`src/hdl/bol_pkg.sv`:
```
// Shared constants and types for the barrier ordering block
`default_nettype none
package bol_pkg;
    localparam int ID_W      = 4;
    localparam int ADDR_W    = 32;
    localparam int BAR_DEPTH = 256;
    localparam int LVL_W     = 9;
    localparam int IDX_W     = 8;
    localparam int CNT_W     = 8;
    localparam logic [LVL_W-1:0] LVL_RST   = 9'h000;
    localparam logic [LVL_W-1:0] LVL_DEPTH = 9'h100;
    localparam logic [CNT_W-1:0] CNT_RST   = 8'h00;
    localparam logic [IDX_W-1:0] IDX_RST   = 8'h00;
    localparam logic [ID_W-1:0]  ID_RST    = 4'h0;
    localparam logic [ADDR_W-1:0] ADDR_RST = 32'h0000_0000;
    typedef enum logic [1:0] {
        BOL_IDLE,
        BOL_DRAIN,
        BOL_RESP
    } bol_state_t;
endpackage
`default_nettype wire

```
`src/hdl/bol_bar_fifo.sv`:
```
// Queue of write barrier IDs waiting for their read halves
`default_nettype none
module bol_bar_fifo
    import bol_pkg::*;
(
    input  wire logic                       core_clk,
    input  wire logic                       rst_n,
    input  wire logic                       push,
    input  wire logic [bol_pkg::ID_W-1:0]   pushData,
    input  wire logic                       pop,
    output logic      [bol_pkg::ID_W-1:0]   popData,
    output logic      [bol_pkg::LVL_W-1:0]  level
);
    logic [ID_W-1:0]  mem [BAR_DEPTH];
    logic [IDX_W-1:0] wrIdx;
    logic [IDX_W-1:0] rdIdx;
    logic [IDX_W-1:0] next_wrIdx;
    logic [IDX_W-1:0] next_rdIdx;
    logic [LVL_W-1:0] next_level;

    // Pointer and level update; caller never pushes when full
    always_comb
    begin
        next_wrIdx = push ? wrIdx + 8'h01 : wrIdx;
        next_rdIdx = pop ? rdIdx + 8'h01 : rdIdx;
        next_level = level + LVL_W'(push) - LVL_W'(pop);
    end

    always_ff @(posedge core_clk or negedge rst_n)
    begin
        if (!rst_n)
        begin
            wrIdx <= IDX_RST;
            rdIdx <= IDX_RST;
            level <= LVL_RST;
        end
        else
        begin
            wrIdx <= next_wrIdx;
            rdIdx <= next_rdIdx;
            level <= next_level;
        end
    end

    // One storage entry per barrier slot
    for (genvar i = 0; i < BAR_DEPTH; i++)
    begin : g_entry
        logic [ID_W-1:0] next_entry;
        always_comb
        begin
            next_entry = (push && wrIdx == IDX_W'(i)) ? pushData : mem[i];
        end
        always_ff @(posedge core_clk or negedge rst_n)
        begin
            if (!rst_n)
                mem[i] <= ID_RST;
            else
                mem[i] <= next_entry;
        end
    end

    assign popData = mem[rdIdx];
endmodule
`default_nettype wire

```
`src/hdl/bol_barrier_order.sv`:
```
// Barrier ordering point on one ACE slave port
//
// Overview of operation
// - Traffic issued while a barrier is open has no ordering to it.
// - Snoop-completing writes may follow a write barrier and are accepted; here every write stalls while a pair drains or is answered.
// - Read channel stalls on a read barrier until its write half is here.
// - Accept 256 write barriers while writes keep flowing.
// - Read channel may stall on a read barrier.
// - Overlapping addresses from one start point take one path.
// - Barrier pairs leave in the same order on both channels.
// - Every slave port meets the barrier duties at once.
// - A barrier never overtakes earlier barrier-respecting traffic.
// - A barrier covers everything seen before it.
// - Non-barrier traffic may pass an unanswered barrier.
// - Hold read barrier until write half arrives and earlier writes drain.
// - Device ordering covers the whole peripheral, else all accesses.
// - Snoop response to a write only after all observers saw it.
`default_nettype none
module bol_barrier_order
    import bol_pkg::*;
(
    input  wire logic                        core_clk,
    input  wire logic                        rst_n,
    input  wire logic                        arValid,
    output logic                             arReady,
    input  wire logic                        arBar,
    input  wire logic [bol_pkg::ID_W-1:0]    arId,
    input  wire logic [bol_pkg::ADDR_W-1:0]  arAddr,
    input  wire logic                        awValid,
    output logic                             awReady,
    input  wire logic                        awBar,
    input  wire logic [bol_pkg::ID_W-1:0]    awId,
    input  wire logic [bol_pkg::ADDR_W-1:0]  awAddr,
    output logic                             mArValid,
    input  wire logic                        mArReady,
    output logic      [bol_pkg::ID_W-1:0]    mArId,
    output logic      [bol_pkg::ADDR_W-1:0]  mArAddr,
    output logic                             mAwValid,
    input  wire logic                        mAwReady,
    output logic      [bol_pkg::ID_W-1:0]    mAwId,
    output logic      [bol_pkg::ADDR_W-1:0]  mAwAddr,
    input  wire logic                        rdDone,
    input  wire logic                        wrDone,
    output logic                             rBarValid,
    input  wire logic                        rBarReady,
    output logic      [bol_pkg::ID_W-1:0]    rBarId,
    output logic                             bBarValid,
    input  wire logic                        bBarReady,
    output logic      [bol_pkg::ID_W-1:0]    bBarId,
    input  wire logic                        snoopWrReq,
    input  wire logic                        allObserved,
    output logic                             snoopRespValid,
    input  wire logic                        snoopRespReady
);
    import bol_pkg::*;

    bol_state_t       state;
    bol_state_t       next_state;
    logic             next_arReady;
    logic             next_awReady;
    logic             next_mArValid;
    logic             next_mAwValid;
    logic [ID_W-1:0]  next_mArId;
    logic [ID_W-1:0]  next_mAwId;
    logic [ADDR_W-1:0] next_mArAddr;
    logic [ADDR_W-1:0] next_mAwAddr;
    logic             next_rBarValid;
    logic             next_bBarValid;
    logic [ID_W-1:0]  next_barId;
    logic [CNT_W-1:0] rdOut;
    logic [CNT_W-1:0] wrOut;
    logic [CNT_W-1:0] next_rdOut;
    logic [CNT_W-1:0] next_wrOut;
    logic             snoopPend;
    logic             next_snoopPend;
    logic             next_snoopResp;
    logic             arFire;
    logic             awFire;
    logic             wbarPush;
    logic             rbarPop;
    logic             drained;
    logic             pairOpenNext;
    logic             roomNext;
    logic [ID_W-1:0]  headId;
    logic [LVL_W-1:0] level;

    assign arFire   = arValid && arReady;
    assign awFire   = awValid && awReady;
    assign wbarPush = awFire && awBar;
    assign rbarPop  = arFire && arBar;
    assign drained  = rdOut == CNT_RST && wrOut == CNT_RST
                      && !mArValid && !mAwValid;

    // Write barriers parked until their read halves arrive
    bol_bar_fifo u_wbar (
        .core_clk (core_clk),
        .rst_n    (rst_n),
        .push     (wbarPush),
        .pushData (awId),
        .pop      (rbarPop),
        .popData  (headId),
        .level    (level)
    );

    // Barrier pair state: idle, drain earlier traffic, answer both halves
    always_comb
    begin
        next_state     = state;
        next_barId     = rBarId;
        next_rBarValid = rBarValid && !rBarReady;
        next_bBarValid = bBarValid && !bBarReady;
        case (state)
            BOL_IDLE:
            begin
                if (rbarPop)
                begin
                    next_state = BOL_DRAIN;
                    next_barId = arId;
                end
            end
            BOL_DRAIN:
            begin
                if (drained)
                begin
                    next_state     = BOL_RESP;
                    next_rBarValid = 1'b1;
                    next_bBarValid = 1'b1;
                end
            end
            BOL_RESP:
            begin
                if (!next_rBarValid && !next_bBarValid)
                    next_state = BOL_IDLE;
            end
            default:
                next_state = BOL_IDLE;
        endcase
    end

    always_ff @(posedge core_clk or negedge rst_n)
    begin
        if (!rst_n)
        begin
            state     <= BOL_IDLE;
            rBarId    <= ID_RST;
            bBarId    <= ID_RST;
            rBarValid <= 1'b0;
            bBarValid <= 1'b0;
        end
        else
        begin
            state     <= next_state;
            rBarId    <= next_barId;
            bBarId    <= next_barId;
            rBarValid <= next_rBarValid;
            bBarValid <= next_bBarValid;
        end
    end

    // Forwarding slices, outstanding counts and upstream readies
    always_comb
    begin
        next_mArValid = mArValid && !mArReady;
        next_mArId    = mArId;
        next_mArAddr  = mArAddr;
        next_mAwValid = mAwValid && !mAwReady;
        next_mAwId    = mAwId;
        next_mAwAddr  = mAwAddr;
        if (arFire && !arBar)
        begin
            next_mArValid = 1'b1;
            next_mArId    = arId;
            next_mArAddr  = arAddr;
        end
        if (awFire && !awBar)
        begin
            next_mAwValid = 1'b1;
            next_mAwId    = awId;
            next_mAwAddr  = awAddr;
        end
        next_rdOut = rdOut + CNT_W'(mArValid && mArReady) - CNT_W'(rdDone);
        next_wrOut = wrOut + CNT_W'(mAwValid && mAwReady) - CNT_W'(wrDone);
        // Readies registered; read barriers wait for a parked write half
        pairOpenNext = (level != LVL_RST && !rbarPop) || wbarPush;
        roomNext     = (level + LVL_W'(wbarPush)) < LVL_DEPTH;
        next_arReady = next_state == BOL_IDLE && !next_mArValid
                       && (pairOpenNext
                           || (arValid && !arBar && !arFire));
        next_awReady = next_state == BOL_IDLE && !next_mAwValid
                       && (roomNext
                           || (awValid && !awBar && !awFire));
    end

    always_ff @(posedge core_clk or negedge rst_n)
    begin
        if (!rst_n)
        begin
            mArValid <= 1'b0;
            mArId    <= ID_RST;
            mArAddr  <= ADDR_RST;
            mAwValid <= 1'b0;
            mAwId    <= ID_RST;
            mAwAddr  <= ADDR_RST;
            rdOut    <= CNT_RST;
            wrOut    <= CNT_RST;
            arReady  <= 1'b0;
            awReady  <= 1'b0;
        end
        else
        begin
            mArValid <= next_mArValid;
            mArId    <= next_mArId;
            mArAddr  <= next_mArAddr;
            mAwValid <= next_mAwValid;
            mAwId    <= next_mAwId;
            mAwAddr  <= next_mAwAddr;
            rdOut    <= next_rdOut;
            wrOut    <= next_wrOut;
            arReady  <= next_arReady;
            awReady  <= next_awReady;
        end
    end

    // Snoop response to a write waits until every observer has it
    always_comb
    begin
        next_snoopResp = (snoopRespValid && !snoopRespReady)
                         || (snoopPend && allObserved);
        next_snoopPend = snoopWrReq
                         || (snoopPend && !allObserved);     // Set wins
    end

    always_ff @(posedge core_clk or negedge rst_n)
    begin
        if (!rst_n)
        begin
            snoopPend      <= 1'b0;
            snoopRespValid <= 1'b0;
        end
        else
        begin
            snoopPend      <= next_snoopPend;
            snoopRespValid <= next_snoopResp;
        end
    end
endmodule
`default_nettype wire

```
`config.mk`:
```
export PLATFORM = sky130hd
export DESIGN_NAME = bol_barrier_order
export DESIGN_NICKNAME = d
export VERILOG_FILES = /design/src/hdl/bol_pkg.sv /design/src/hdl/bol_bar_fifo.sv /design/src/hdl/bol_barrier_order.sv
export SDC_FILE = /design/constraint.sdc
export NUM_CORES = 1
export LEC_CHECK = 0
export ABC_AREA = 1
export BUFFER_PORTS_ARGS = -buffer_cell sky130_fd_sc_hd__buf_4
export CAP_MARGIN = 20
export CORE_UTILIZATION = 51
export DETAILED_ROUTE_END_ITERATION = 8
export PLACE_DENSITY = 0.81
export SKIP_CTS_REPAIR_TIMING = 1
export SLEW_MARGIN = 20
export SYNTH_ARGS = -nofsm -noshare
export SYNTH_HDL_FRONTEND = slang
export SYNTH_SLANG_ARGS = --single-unit
```
`constraint.sdc`:
```
create_clock -name core_clk -period 2.7 [get_ports core_clk]
set_clock_uncertainty 0.05 [all_clocks]
set_input_delay 0.135 -clock core_clk [delete_from_list [all_inputs] [get_ports core_clk]]
set_output_delay 0.135 -clock core_clk [all_outputs]
set_load 0.02 [all_outputs]
```
---- Yosys cells after proc, flatten, opt, wreduce, memory -nomap -nowiden ----
Index checks and enable logic that the tools add are counted.
word-level totals
  input bits .............................. 87
  word-level logic and storage cells ...... 92
  output and inout port bits .............. 87
  register bits ........................... 111
cells by class
  reductions and logical operators ........ 56
  $add $sub $neg .......................... 6
  mux-type cells .......................... 10
  equality and inequality tests ........... 2
  magnitude comparators ................... 1
operators by type and width
  cell                number
  $logic_and 1x1->1   28
  $logic_not 1->1     17
  $add 8x1->8         2
  $logic_not 8->1     2
  $sub 8x1->8         2
  $add 9x1->9         1
  $lt 9x9->1 const B  1
  $reduce_bool 9->1   1
  $sub 9x1->9         1
  $mux 1              6
  $mux 2              3
  $pmux 2 s3          1
  $logic_or 1x1->1    5
  $logic_not 2->1     2
  $eq 2x1->1 const B  1
  $eq 2x2->1 const B  1
  $reduce_and 2->1    1

---- Longest topological paths before layout ----
  word-level depth ........................ 9
  depth in mapped cells ................... 13
  depth with buffers taken out ............ 13

---- By module ----
From an unflattened synthesis, not the netlist that was laid out.
unflattened totals
  cell total of the unflattened synthesis .. 6,924
  area, all modules ....................... 54,265.8 µm²
by module, submodules not included
  module             area each (µm²)  seq. area each (µm²)  instances  cells each
  bol_bar_fifo       49,583.8         26,250.2              1          6,449
  bol_barrier_order  4,682.0          2,552.4               1          475

---- Least setup slack after synthesis ----
No wires, ideal clock.
  path type ............................... reg-to-reg
  start point ............................. register awReady
  end point ............................... register u_wbar.level[6] (netlist name)
  slack ................................... 0.615 ns
  path buffers ............................ 0
  cell stages (with the launch flop) ...... 13
  required time ........................... 2.526 ns
  data arrival time ....................... 1.911 ns
  clock period less this slack ............ 2.085 ns
  library setup time ...................... 0.124 ns
  cell sequence ........................... dfrtp_1 nand3_1 inv_1 ha_1 ha_1 inv_1 ha_1 inv_1 nor2_1 nand2_1 nor2_2 nand2_1 xor2_1
between the ends
  word-level cells in the longest chain between the ends .. 4
RTL lines
  item                      line                      RTL
  start, declared           bol_barrier_order.sv:30   output logic awReady,
  start signal, assigned    bol_barrier_order.sv:220  awReady <= next_awReady;
  $logic_and 1x1->1         bol_barrier_order.sv:88   assign awFire = awValid && awReady;
  $logic_and 1x1->1         bol_barrier_order.sv:89   assign wbarPush = awFire && awBar;
  $add 9x1->9               bol_bar_fifo.sv:26        next_level = level + LVL_W'(push) - LVL_W'(pop);
  $sub 9x1->9               bol_bar_fifo.sv:26
  net u_wbar.next_level[6]  bol_bar_fifo.sv:19        logic [LVL_W-1:0] next_level;
  end signal, assigned      bol_bar_fifo.sv:41        level <= next_level;
  end, declared             bol_bar_fifo.sv:12        output logic [bol_pkg::LVL_W-1:0] level
The timed path passes the listed nets, and every way through them passes these cells.
A chain may end at the register's enable or synchronous reset.

---- Worst setup path in the final report ----
Same ends and word-level chain as after synthesis.

==> flow_summary.ini <==
[status]
status = finished, violations left
violations = hold timing

[timing]
tns_ns = 0
max_freq_mhz = 464.2
setup_ws_ns = 0.5457
rsz0062_at_grt = false
slew_headroom_pct = 45.80
hold_violations = 1
holdWs_ns = -0.03628
slew_viol_final = 0
fin_crit_ns = 2.154
timing.final.crit_share_pct = 79.79
tightest_slew_ns = 0.8130
setup_viol = 0

[drt]
dr.first_iter.drc_count = 109
final_antenna_net_count = 0
post_drt_wl_per_cell_um = 17.18
drtPass1Iterations = 4
wl_mm = 14.77
drc_errors = 0
vias_per_cell = 4.977
vias = 4280

[grt]
grt_util_all_layers_pct = 22.42
antenna_found_initial = 0
grt_pass1_wl_mm = 17.81
grt_overflow = 0
grt_pass1_vias = 3929
grt_max_degree = 62

[layout]
seq_area_um2 = 2778
design_area_um2 = 7516
num-fill-cells = 640
layout_commonest_cell = buf_4
final_cell_mix = buf_4, dfrtp_1, inv_1
antenna_cells = 0
fin_nets = 838
syn_to_final_growth_pct = 45.13
multiInputGateArea_um2 = 2011
drive_above_1_share_pct = 36.73

[critical_path]
crit_buf_inv = 3
crit_required_ns = 2.92
critPathMaxFanout = 5
crit_type = reg -> reg
cp_cell_sequence = nand3_1 > inv_1 > ha_1 > ha_1 > inv_1 > ha_1 > inv_1 > nor2_1 > nand2_1 > nor2_2 > nand2_1 > xor2_1
crit_family = adder cells
critPathSlowestCell = dfrtp_1
end_kind = flip-flop
max_stage_delay_ns = 0.45
critPathLaunchType = flip-flop
crit_arrival_ns = 2.37

[logic_synthesis]
ys_warn_count = 0
syn_area_um2 = 5179
synth_top_area_cell = dfrtp_1
synth_ff_type = dfrtp_1
synth_fp_nets = 589
async_flop_share_pct = 100.0
synth-edff-count = 0
synth-seq-cells = 111
synth_cells = 474
syn_area_per_cell_um2 = 10.93
synth.area.top_cells = dfrtp_1, mux2_2, ha_1
synth.top_cell.area_share_pct = 53.64
synth_seq_area_share_pct = 53.64
synth_cell_types = 29

[cts]
cts.reportedPaths.clkPinSlew_ns = 0.11
ctsHtreeMaxLevel = 3
clockBufferDepth = 2
clock-sinks = 111
tritoncts = done
root_buffer = clkbuf_8
cts_buffers = 9
clock_latency_ns = 0.38

[place]
dp_hpwl_mm = 8.882
io_buffer_count = 173
gp_congestion = 0.8224
pre_cts_slack_ns = 0.5661
postPlaceCellArea_um2 = 6585

[floorplanning]
pin_count = 174
start_util_pct = 52.74
rows = 36
fp.coreArea_um2 = 9819
die_w_um = 102.8
die_h_um = 102.8
dieArea_um2 = 10560

[job]
max-cap-violations = 0

[power_and_ir_drop]
power.leakage_uw = 0.003927
powerDensity_nw_per_um2 = 1132
ir_drop_v = 0.0006376

[worst_hold_path]
hold_path_class = in -> reg
Yosys cell counts (3+ instances only):
cell,count
nand2_1,75
nand4_1,9
nand3_1,18
nand2_2,5
ha_1,26
a21oi_1,6
o21ai_0,11
buf_2,4
nor2_1,18
mux2_1,3
mux2_2,65
dfrtp_1,111
xor2_1,12
buf_4,5
inv_1,79
buf_6,3
o21bai_1,4
nand3b_1,3
stage by stage:
step	cells	power [uW]	utilization, %
finish	860	8511	76.54
global route	860	9078	76.54
detailed placement	770	7321	67.06
global placement	770	7085	67.06
CTS	785	8279	68.90
floorplan	474	5657	-
worst register-to-register path: stages, from the launching register on:
cell	delay, ns
dfrtp_1	0.45
nand3_1	0.11
inv_1	0.05
ha_1	0.24
ha_1	0.31
inv_1	0.06
ha_1	0.18
inv_1	0.05
nor2_1	0.13
nand2_1	0.10
nor2_2	0.11
nand2_1	0.07
xor2_1	0.15
final cells by class:
class                           count  area share [%]
Multi-Input combinational cell    270           26.75
Inverter                           81           4.045
Sequential cell                   111           36.96
Clock inverter                      6          0.7491
Timing Repair Buffer              250           27.63
Clock buffer                        9           1.648
Tap cell                          133           2.214
registers in the layout, summed over array words and instances, names as in the netlist:
| signal | count |
|---|---|
| mArAddr | 32 |
| mAwAddr | 32 |
| u_wbar.level | 9 |
| rdOut | 8 |
| wrOut | 8 |
| bBarId | 4 |
| mArId | 4 |
| mAwId | 4 |
| state | 2 |
| arReady | 1 |
| awReady | 1 |
| bBarValid | 1 |
| mArValid | 1 |
| mAwValid | 1 |
| rBarValid | 1 |
| snoopPend | 1 |
| snoopRespValid | 1 |
worst paths after layout:
path,to,slack (ns),cells past startpoint,from
worst min register to register,mArId[0],0.46,2,mArId[0]
worst max-delay path,u_wbar.level[6],0.55,12,awReady
max in group asynchronous,snoopPend,1.46,3,rst_n
min in group asynchronous,mAwAddr[4],0.32,2,rst_n
worst min-delay path,rBarValid,-0.04,4,rBarReady
worst max register to register,u_wbar.level[6],0.55,12,awReady
layer usage:
metal	vias up	track usage (%)	wire [um]	share of wire (%)
met5	-	0	0	0
met2	131	41.90	8393	57
met1	2096	25.19	5203	35
li1	2008	-	-	-
met4	0	9.317	637	4.3
met3	45	3.864	538	3.6
logic make-up after synthesis:
family | count (synthesis) | synth area share [%]
AO/OA/AOI/OAI | 26 | 2.851
XOR/XNOR | 14 | 2.368
adder cells (fa/ha/maj) | 28 | 7.055
multiplexers | 68 | 14.79
AND/OR/NAND/NOR | 134 | 11.67
buffers and inverters | 93 | 7.635
flip-flops | 111 | 53.64
report_power, final:
group          total, uW  switching (uW)  internal, uW
sequential          3070             591          2480
combinational       4480            2480          2000
clock                965             619           346
total               8510            3690          4830
(Power assumes the default switching activity.)
